**config.mk**
```make
export PLATFORM = sky130hd
export DESIGN_NAME = rss_reset_source_sequencer
export DESIGN_NICKNAME = d
export VERILOG_FILES = /design/src/hdl/rss_reset_source_sequencer.v
export VERILOG_INCLUDE_DIRS = /design/src /design/src/hdl
export SDC_FILE = /design/constraint.sdc
export NUM_CORES = 1
export LEC_CHECK = 0
export BUFFER_PORTS_ARGS = -buffer_cell sky130_fd_sc_hd__clkbuf_2
export CAP_MARGIN = 10
export CORE_MARGIN = 2
export CORE_UTILIZATION = 50
export CTS_CLUSTER_DIAMETER = 30
export DETAILED_ROUTE_END_ITERATION = 8
export GPL_ROUTABILITY_DRIVEN = 0
export HOLD_SLACK_MARGIN = 0.12
export PLACE_DENSITY = 0.8
export SKIP_LAST_GASP = 1
export SYNTH_ARGS = -nofsm -noshare
export SYNTH_HDL_FRONTEND = slang
export SYNTH_SLANG_ARGS = --single-unit
```
**constraint.sdc**
```tcl
create_clock -name mclk -period 5.7 [get_ports mclk]
set_input_delay 0.57 -clock mclk [delete_from_list [all_inputs] [get_ports mclk]]
set_output_delay 0.57 -clock mclk [all_outputs]
set_load 0.02 [all_outputs]
```
**src/hdl/rss_consts.vh**
```
// Purpose: Constants for the reset source sequencer.
// Assumes: APB byte addresses; 200 MHz mclk (5 ns period).
// Notes: Register map and reset/timing constants follow.
`ifndef RSS_CONSTS_VH
`define RSS_CONSTS_VH

// ----------------------------------------------------------------------
// Register map
// ----------------------------------------------------------------------
`define RSS_ADDR_SUPPLY_CTRL 8'hFF
`define RSS_ADDR_CAUSE 8'h00
`define RSS_ADDR_CORE 8'h04
`define RSS_ADDR_STATUS 8'h08
`define RSS_SUPPLY_ON_BIT 7
`define RSS_SUPPLY_ABOVE_RST_BIT 6
`define RSS_SUPPLY_WARN_OK_BIT 5
`define RSS_CAUSE_CLKLOSS_BIT 2
`define RSS_CAUSE_POWER_BIT 1
`define RSS_CAUSE_PIN_BIT 0
`define RSS_CORE_SLEEP_BIT 0
`define RSS_CORE_SUSPEND_BIT 1
`define RSS_CORE_FLASHWR_BIT 2

// ----------------------------------------------------------------------
// Reset values and timing
// ----------------------------------------------------------------------
`define RSS_PORT_RESET 8'hFF
`define RSS_PC_RESET 16'h0000
`define RSS_WDT_DIV 4'hC
`define RSS_CLK_MHZ 200
`define RSS_POR_DLY_LO_MS 3
`define RSS_POR_DLY_MID_MS 7
`define RSS_POR_DLY_HI_MS 15
`define RSS_CLKLOSS_US 100
`define RSS_CLKLOSS_CYC (`RSS_CLKLOSS_US * `RSS_CLK_MHZ)
`define RSS_STRETCH_CYC 5'h10

`endif

```
**src/hdl/rss_reset_source_sequencer.v**
```verilog
// Purpose: Reset source sequencer with APB register access.
// Assumes: Analog comparator levels arrive synchronous to mclk.
// Notes: Clock-loss timing is made from an activity strobe from the clock monitor.
`timescale 1ns/1ps
`include "rss_consts.vh"

module rss_reset_source_sequencer #(
	parameter POR_LO_CYC = `RSS_POR_DLY_LO_MS * 1000 * `RSS_CLK_MHZ,
	parameter POR_MID_CYC = `RSS_POR_DLY_MID_MS * 1000 * `RSS_CLK_MHZ,
	parameter POR_HI_CYC = `RSS_POR_DLY_HI_MS * 1000 * `RSS_CLK_MHZ,
	parameter CLKLOSS_CYC = `RSS_CLKLOSS_CYC
) (
	input wire mclk,
	input wire sys_rst,
	input wire psel,
	input wire penable,
	input wire pwrite,
	input wire [7:0] paddr,
	input wire [31:0] pwdata,
	output reg [31:0] prdata,
	output reg pready,
	output reg pslverr,
	input wire above_power_on_threshold,
	input wire above_reset_threshold,
	input wire above_warning_threshold,
	input wire [1:0] supply_level,
	input wire clock_activity,
	input wire reset_pin_n_in,
	output reg reset_pin_n_out,
	output reg reset_pin_oe_n,
	output reg core_reset,
	output reg [15:0] pc_reset_value,
	output reg internal_osc_sel,
	output reg watchdog_on,
	output reg [3:0] watchdog_div,
	output reg [7:0] port_latch,
	output reg port_open_drain,
	output reg port_weak_pullup,
	output reg intr_timer_off,
	output reg early_warning_irq
);

	// States, one hot.
	localparam [3:0] ST_POR = 4'b0001;
	localparam [3:0] ST_DELAY = 4'b0010;
	localparam [3:0] ST_HOLD = 4'b0100;
	localparam [3:0] ST_RUN = 4'b1000;
	localparam [2:0] SRC_NONE = 3'h0;
	localparam [2:0] SRC_PFAIL = 3'h1;
	localparam [2:0] SRC_PIN = 3'h2;
	localparam [2:0] SRC_CLK = 3'h3;
	localparam [2:0] SRC_FLASH = 3'h4;

	// ------------------------------------------------------------------
	// Helpers
	// ------------------------------------------------------------------
	// Selects the power-on delay count for the present supply level.
	function [31:0] por_delay;
		input [1:0] lvl;
		begin
			case (lvl)
				2'h0: por_delay = POR_LO_CYC;
				2'h1: por_delay = POR_MID_CYC;
				default: por_delay = POR_HI_CYC;
			endcase
		end
	endfunction

	reg [3:0] state_q;
	reg [31:0] cnt_q;
	reg [4:0] stretch_q;
	reg [2:0] src_q;
	reg mon_on_q;
	reg mon_sel_q;
	reg clk_en_q;
	reg flag_pow_q;
	reg flag_pin_q;
	reg flag_clk_q;
	reg sleep_q;
	reg suspend_q;
	reg pin_s1_q;
	reg pin_s2_q;
	reg [31:0] idle_q;
	reg pin_drv_q;

	wire low_power = sleep_q | suspend_q;
	wire pin_low = ~pin_s2_q;
	wire pfail_hit = mon_on_q & mon_sel_q & ~sleep_q & ~above_reset_threshold;
	wire clk_hit = clk_en_q & ~low_power & (idle_q >= CLKLOSS_CYC);
	wire apb_wr = psel & penable & pwrite & pready;
	wire flash_wr = apb_wr & (paddr == `RSS_ADDR_CORE) & pwdata[`RSS_CORE_FLASHWR_BIT];
	wire flash_hit = flash_wr & ~mon_on_q;

	// ------------------------------------------------------------------
	// Pin synchroniser and clock-loss timer
	// ------------------------------------------------------------------
	// Double flop on the external reset pin; only the second flop is used.
	always @(posedge mclk) begin
		pin_s1_q <= reset_pin_n_in;
		pin_s2_q <= pin_s1_q;
		if (clock_activity | ~clk_en_q | low_power) begin
			idle_q <= 32'h0;
		end else if (idle_q < CLKLOSS_CYC) begin
			idle_q <= idle_q + 32'h1;
		end
	end

	// ------------------------------------------------------------------
	// Reset sequencer
	// ------------------------------------------------------------------
	// Chooses the reset cause, holds the core and releases it in order.
	always @(posedge mclk) begin
		if (sys_rst) begin
			state_q <= ST_POR;
			cnt_q <= 32'h0;
			stretch_q <= `RSS_STRETCH_CYC;
			src_q <= SRC_NONE;
			mon_on_q <= 1'b1;
			mon_sel_q <= 1'b1;
			clk_en_q <= 1'b0;
			flag_pow_q <= 1'b0;
			flag_pin_q <= 1'b0;
			flag_clk_q <= 1'b0;
			sleep_q <= 1'b0;
			suspend_q <= 1'b0;
			pin_drv_q <= 1'b1;
		end else begin
			case (state_q)
				ST_POR: begin
					pin_drv_q <= 1'b1;
					mon_on_q <= 1'b1;
					mon_sel_q <= 1'b1;
					if (above_power_on_threshold) begin
						state_q <= ST_DELAY;
						cnt_q <= por_delay(supply_level);
					end
				end
				ST_DELAY: begin
					if (!above_power_on_threshold) begin
						state_q <= ST_POR;
					end else if (cnt_q == 32'h0) begin
						// Release our own pin drive first and wait until the
						// synchronised pin reads high, so it is not seen as a pin reset.
						if (pin_drv_q || pin_low) begin
							pin_drv_q <= 1'b0;
						end else begin
							state_q <= ST_RUN;
							flag_pow_q <= 1'b1;
							flag_pin_q <= 1'b0;
							flag_clk_q <= 1'b0;
							stretch_q <= `RSS_STRETCH_CYC;
						end
					end else begin
						cnt_q <= cnt_q - 32'h1;
					end
				end
				ST_HOLD: begin
					// Power fail leaves without the power-on delay.
					if (src_q == SRC_PFAIL) begin
						mon_on_q <= 1'b1;
						mon_sel_q <= 1'b1;
					end
					if (!above_power_on_threshold) begin
						state_q <= ST_POR;
					end else if (src_q == SRC_PFAIL && !above_reset_threshold) begin
						stretch_q <= `RSS_STRETCH_CYC;
					end else if (src_q == SRC_PIN && pin_low) begin
						stretch_q <= `RSS_STRETCH_CYC;
					end else if (stretch_q != 5'h0) begin
						stretch_q <= stretch_q - 5'h1;
					end else if (pin_drv_q || pin_low) begin
						// Our own low drive must clear the synchroniser before exit.
						pin_drv_q <= 1'b0;
					end else begin
						state_q <= ST_RUN;
						flag_pow_q <= (src_q == SRC_PFAIL);
						flag_pin_q <= (src_q == SRC_PIN);
						flag_clk_q <= (src_q == SRC_CLK);
						stretch_q <= `RSS_STRETCH_CYC;
					end
				end
				ST_RUN: begin
					if (!above_power_on_threshold) begin
						state_q <= ST_POR;
					end else if (pin_low) begin
						state_q <= ST_HOLD;
						src_q <= SRC_PIN;
					end else if (pfail_hit) begin
						state_q <= ST_HOLD;
						src_q <= SRC_PFAIL;
						pin_drv_q <= 1'b1;
					end else if (clk_hit) begin
						state_q <= ST_HOLD;
						src_q <= SRC_CLK;
					end else if (flash_hit) begin
						state_q <= ST_HOLD;
						src_q <= SRC_FLASH;
					end
					if (!pin_low && !pfail_hit && !clk_hit && !flash_hit && apb_wr) begin
						case (paddr)
							`RSS_ADDR_SUPPLY_CTRL: begin
								mon_on_q <= pwdata[`RSS_SUPPLY_ON_BIT];
							end
							`RSS_ADDR_CAUSE: begin
								mon_sel_q <= pwdata[`RSS_CAUSE_POWER_BIT];
								clk_en_q <= pwdata[`RSS_CAUSE_CLKLOSS_BIT];
							end
							`RSS_ADDR_CORE: begin
								sleep_q <= pwdata[`RSS_CORE_SLEEP_BIT];
								suspend_q <= pwdata[`RSS_CORE_SUSPEND_BIT];
							end
							default: begin
							end
						endcase
					end
				end
				default: begin
					state_q <= ST_POR;
				end
			endcase
		end
	end

	// ------------------------------------------------------------------
	// Core-facing outputs
	// ------------------------------------------------------------------
	// Drives the reset-state and exit values to the core and ports.
	always @(posedge mclk) begin
		if (sys_rst) begin
			core_reset <= 1'b1;
			reset_pin_n_out <= 1'b0;
			reset_pin_oe_n <= 1'b0;
			pc_reset_value <= `RSS_PC_RESET;
			internal_osc_sel <= 1'b1;
			watchdog_on <= 1'b1;
			watchdog_div <= `RSS_WDT_DIV;
			port_latch <= `RSS_PORT_RESET;
			port_open_drain <= 1'b1;
			port_weak_pullup <= 1'b1;
			intr_timer_off <= 1'b1;
			early_warning_irq <= 1'b0;
		end else begin
			core_reset <= (state_q != ST_RUN);
			reset_pin_n_out <= 1'b0;
			reset_pin_oe_n <= ~pin_drv_q;
			pc_reset_value <= `RSS_PC_RESET;
			internal_osc_sel <= 1'b1;
			watchdog_on <= 1'b1;
			watchdog_div <= `RSS_WDT_DIV;
			port_latch <= `RSS_PORT_RESET;
			port_open_drain <= 1'b1;
			port_weak_pullup <= 1'b1;
			intr_timer_off <= (state_q != ST_RUN);
			early_warning_irq <= ~above_warning_threshold;
		end
	end

	// ------------------------------------------------------------------
	// APB slave
	// ------------------------------------------------------------------
	// No wait states; unmapped addresses read zero with pslverr.
	always @(posedge mclk) begin
		if (sys_rst) begin
			pready <= 1'b0;
			prdata <= 32'h0;
			pslverr <= 1'b0;
		end else begin
			pready <= psel & ~penable;
			pslverr <= 1'b0;
			prdata <= 32'h0;
			if (psel && !penable) begin
				case (paddr)
					`RSS_ADDR_SUPPLY_CTRL: begin
						prdata <= {24'h0, mon_on_q, above_reset_threshold,
							above_warning_threshold, 5'h00};
					end
					`RSS_ADDR_CAUSE: begin
						prdata <= {29'h0, flag_clk_q | (clk_en_q & ~flag_pow_q),
							flag_pow_q, flag_pin_q};
					end
					`RSS_ADDR_CORE: begin
						prdata <= {30'h0, suspend_q, sleep_q};
					end
					`RSS_ADDR_STATUS: begin
						prdata <= {24'h0, src_q, mon_sel_q, state_q};
					end
					default: begin
						pslverr <= 1'b1;
					end
				endcase
			end
		end
	end

endmodule // rss_reset_source_sequencer

```
# Word level (Yosys, flattened, before mapping)
# Index checks and enable logic that the tools add are counted.
[totals]
ff_bits = 124
input_bits = 52
output_inout_bits = 71
wordCells = 198
[classes]
n_addsub = 3
magnitude_cmp = 2
n_eq_ne = 35
muxes = 75
n_bitwise = 28
n_reduce_logical = 33
[ops]
columns = ["operator", "n"]
rows = [
  ["$mux 32", 3],
  ["$pmux 32 s2", 1],
  ["$mux 4", 13],
  ["$pmux 22 s2", 1],
  ["$mux 1", 37],
  ["$mux 5", 7],
  ["$ne 2x2->1 const B", 17],
  ["$add 32x1->32 const B", 1],
  ["$ge 32x15->1 const B", 1],
  ["$logic_not 32->1", 1],
  ["$lt 32x15->1 const B", 1],
  ["$pmux 8 s4", 1],
  ["$sub 32x1->32 const B", 1],
  ["$pmux 4 s4", 1],
  ["$reduce_and 4->1", 4],
  ["$and 1x1->1", 13],
  ["$mux 3", 4],
  ["$ne 3x3->1 const B", 4],
  ["$not 1->1", 11],
  ["$pmux 5 s2", 1],
  ["$reduce_and 10->1", 1],
  ["$reduce_and 3->1", 3],
  ["$reduce_and 9->1", 1],
  ["$eq 8x3->1 const B", 1],
  ["other kinds (29)", 47],
]

# Logic depth before layout (Yosys ltp)
[depth]
depth_word = 12
depth_mapped = 9
depth_no_buf = 7

# Worst setup path after synthesis
# No wires, ideal clock.
[synth_path]
path_type = "input-to-reg"
startpoint = "in paddr[0]"
endpoint = "reg sleep_q"
t_arrival_ns = 2.303
t_required_ns = 5.599
path_slack_ns = 3.296
path_stages = 4
n_path_buf = 0
path_cell_list = "or4_1 -> nor4b_1 -> or4b_1 -> o41ai_1"
[synth_between]
elab_chain_len = 8
[synth_lines]
columns = ["item", "line_no", "source"]
rows = [
  ["start: declaration", "rss_reset_source_sequencer.v:18", "input wire [7:0] paddr,"],
  ["$eq 8x3->1 *", "rss_reset_source_sequencer.v:200", "case (paddr)"],
  ["$and 1x1->1 (2 in a row)", "rss_reset_source_sequencer.v:91", "wire flash_wr = apb_wr & (paddr == `RSS_ADDR_CORE) & pwdata[`RSS_CORE_FLASHWR_BIT];"],
  ["$and 1x1->1", "rss_reset_source_sequencer.v:92", "wire flash_hit = flash_wr & ~mon_on_q;"],
  ["$logic_not 1->1", "rss_reset_source_sequencer.v:199", "if (!pin_low && !pfail_hit && !clk_hit && !flash_hit && apb_wr) begin"],
  ["$logic_and 1x1->1 (2 in a row)", "rss_reset_source_sequencer.v:199", ""],
  ["$reduce_and 3->1 (no line) *", "--", ""],
  ["end signal: assignment", "rss_reset_source_sequencer.v:209", "sleep_q <= pwdata[`RSS_CORE_SLEEP_BIT];"],
  ["end: declaration", "rss_reset_source_sequencer.v:79", "reg sleep_q;"],
]
# Every way passes the cells marked *; elsewhere a longest branch is shown, timed or not.
# A chain may end at the register's enable or synchronous reset.

# Worst setup path after layout
[layout_path]
startpoint = "reg cnt_q[17]"
endpoint = "reg cnt_q[15]"
[layout_between]
elab_chain_len = 3
[layout_lines]
columns = ["item", "line_no", "source"]
rows = [
  ["start: declaration", "rss_reset_source_sequencer.v:70", "reg [31:0] cnt_q;"],
  ["start signal: assignment", "rss_reset_source_sequencer.v:135", "cnt_q <= por_delay(supply_level);"],
  ["start signal: assignment", "rss_reset_source_sequencer.v:154", "cnt_q <= cnt_q - 32'h1;"],
  ["$logic_not 32->1", "rss_reset_source_sequencer.v:141", "end else if (cnt_q == 32'h0) begin"],
  ["$ne 2x2->1 (no line)", "--", ""],
  ["$reduce_and 4->1 (no line)", "--", ""],
]
# No other way between the ends.

==> metrics.md <==
| Metric | Value |
|---|---|
| Die Ht | 108 µm |
| Buf/Inv on CP | 0 |
| First-pass GRT wire length | 20000 µm |
| CTS clk-pin slew, worst paths | ~0.11 ns |
| Synth warn | 0 |
| Flop pwr share | 0.507 |
| Max VDD drop | 141 µV |
| Final Skew | 0.0200 ns |
| Slew of the pin with the lowest slew margin | around 1.0 ns |
| Total gr overflow | 0 |
| Initial antenna violation count | 0 |
| Worst endpoint required time | 5.96 ns |
| Fmax | 334 MHz |
| Largest net degree at the start of global routing | 35 |
| Initial Utilization | 0.519 |
| Total GRT Usage | 0.209 |
| Final hold vios | 0 |
| Htree depth | 3 |
| Final worst path period share | 0.525 |
| Combinational power share | 0.168 |
| Die area | 11600 µm² |
| Pwr per Cell Area | around 260 nW/µm² |
| Relative slew slack | 0.319 |
| Seq/Total Area, Yosys | 0.372 |
| CTS tree | built |
| CP peak stage delay | 0.85 ns |
| Number of global-route vias before repair | between 4000 and 5000 |
| Antenna-violating nets left | 0 |
| Post-Syn Area | 5380 µm² |
| Sw frac | 0.317 |
| I/O Pins | 123 |
| # Post-CTS Setup Buffers | 0 |
| Cts repair resizes | 0 |
| Number of synthesized flops with an enable pin | 0 |
| Total power | 1.46 mW |
| CP Cell Sequence | nor4_1, nand4_1, o41a_1, and3_1, a31o_2 |
| Final net count | 722 |
| Leading post-synthesis cells by cell area | dfxtp_1 (37%), buf_4 (8.2%), a21oi_1 (5.3%) |
| Slowest-stage cell, CP | o41a_1 |
| Setup violators final | 0 |
| CTS Buf Count | 9 |
| Share of post-route cells with drive strength above 1 | 0.116 |
| Diode count | 0 |
| Setup crit start kind | flop |
| Detailed Place HPWL | 8490 µm |
| Critical path type | reg2reg |
| Die X-Extent | 108 µm |
| Leak pwr | roughly 2.1 nW |
| CTS root buffer | clkbuf_8 |
| Skew-Pair Late Insertion Delay | between 0.3 and 0.4 ns |
| Site Rows | 37 |
| Number of vias per cell | between 5 and 6 |
| Worst EP arrival | 3.26 ns |
| Synth Area per Inst | 8.31 µm² |
| Clock power share | 0.325 |
| Filler Cell Count | 969 |
| Internal power | 999 µW |
| Buffers on Ports | 37 |
| Status | finished clean |
| Max Cap Viol | 0 |
| Unique masters post-synth | 70 |
| RSZ-0062 raised after global routing | no |
| Wire per inst | roughly 15 µm |
| Layout Area Growth over Synthesis | 4.28% |
| Seq cells post-synth | 100 |
| Post-synthesis cell count | approximately 650 |
| Critical path peak fanout | 23 |
| Synth area leader | dfxtp_1 |
| Final setup TNS | 0 ns |
| 1st-pass router iterations | 5 |
| Core area | between 10000 and 15000 µm² |
| CTS max path bufs | 2 |
| CP endpoint kind | flop |
| Fin crit period | roughly 3.0 ns |
| Final wirelength | 12000 µm |
| Hold buffers post-CTS | 0 |
| Share of the synthesized area in the top cell type | 0.372 |
| Vias | between 4000 and 5000 |
| NetSw | 464 µW |
| Initial DRC Count | between 300 and 400 |
| Commonest non-fill, non-tap cell in the layout | dfxtp_1 |
| HP Class | reg2reg |
| DRC Markers | 0 |
| Top_reg_cell synth | dfxtp_1 |
| Async SR Flop Fraction | 0 |
| Top Family by Delay on Critical Path | simple AND/OR/NAND/NOR gates |
| Slew Limit Fails | 0 |
| Most frequent cells in the layout | dfxtp_1 (100), a21oi_1 (57), conb_1 (57) |
| Sink Count | 100 |
## per-layer routing
metal  wire length, µm  part of all wire  up-vias  GRT usage
met2              5640              0.47      199      0.349
met3               819             0.068       24     0.0484
met4               161             0.013        0     0.0742
met5                 0                 0        -          0
met1              5400              0.45     2194      0.264
li1                  -                 -     2312          -
## state kept, by name, summed over array words and instances, names as in the netlist, 3 cells and up
| name | flops |
|---|---|
| cnt_q | 32 |
| idle_q | 32 |
| prdata | 8 |
| src_q | 3 |
| state_q | 4 |
| stretch_q | 5 |
## Yosys cell counts (3+ instances only)
library cell / number
o32ai_1: 3
a21oi_1: 57
nor3_1: 20
o31ai_1: 13
nand3b_1: 5
clkbuf_1: 22
buf_4: 59
or4_1: 19
nand2b_1: 4
inv_1: 23
a32oi_1: 3
nand4b_1: 3
buf_2: 3
nand3_1: 15
o21a_1: 4
and3_1: 8
nor4_1: 9
o311ai_0: 4
a31o_2: 3
nor4b_1: 7
o21ai_0: 29
or4b_2: 3
a311oi_1: 3
a31oi_1: 4
a211o_1: 3
a211oi_1: 7
or3_1: 12
o41ai_1: 7
o2111ai_1: 3
o211ai_1: 3
mux2i_1: 7
nand4_1: 13
and2_1: 20
o21ai_1: 5
ha_1: 4
nand2_1: 46
nor2b_1: 4
nor2_1: 46
o221a_2: 3
dfxtp_1: 100
## final cells by class
| type | count | area (µm²) | share of cell area |
|---|---|---|---|
| clock inverters | 7 | 81.3 | 0.0145 |
| multi-input cells | 491 | 2930 | 0.523 |
| inverters | 23 | 86.3 | 0.0154 |
| flip-flops and latches | 100 | 2000 | 0.357 |
| repair buffers | 41 | 213 | 0.0379 |
| well taps | 136 | 170 | 0.0303 |
| clock buffers | 9 | 124 | 0.0221 |
## power groups by stage
stage               Sequential (mW)  Clock [mW]  Combinational (mW)
floorplan                     0.750           0               0.222
global placement              0.756           0               0.231
detailed placement            0.757           0               0.240
CTS                           0.741       0.482               0.241
global route                  0.746       0.517               0.270
finish                        0.742       0.476               0.245
## final timing paths
path                                start         to  depth (start not counted)  slack (ns)
worst min register to register   pin_s1_q   pin_s2_q                          0        0.32
worst max-delay path            cnt_q[17]  cnt_q[15]                          5        2.71
worst max register to register  cnt_q[17]  cnt_q[15]                          5        2.71
worst min-delay path             pin_s1_q   pin_s2_q                          0        0.32
## cells by family (layout without fill, tap and decap cells)
| group | after synthesis | after routing | synth area share |
|---|---|---|---|
| DFF | 100 | 100 | 0.372 |
| buffers and inverters | 111 | 80 | 0.122 |
| adders and majority gates | 4 | 4 | 0.00930 |
| other | 2 | 57 | 0.00140 |
| muxes | 7 | 7 | 0.0130 |
| AOI/OAI and AO/OA | 170 | 170 | 0.212 |
| xor gates and xnor gates | 2 | 2 | 0.00326 |
| and+or+nand+nor | 251 | 251 | 0.267 |
## per-stage QoR
step	cells	setup WS, ns	area [µm²]	hold WS (ns)	utilization
floorplan	702	3.30	5590	0.310	-
global route	807	2.44	5610	0.298	0.541
detailed placement	790	2.73	5400	0.320	0.521
global placement	790	2.85	5400	0.314	0.521
finish	807	2.71	5610	0.318	0.541
CTS	806	2.73	5600	0.315	0.540
(Power assumes the default switching activity.)
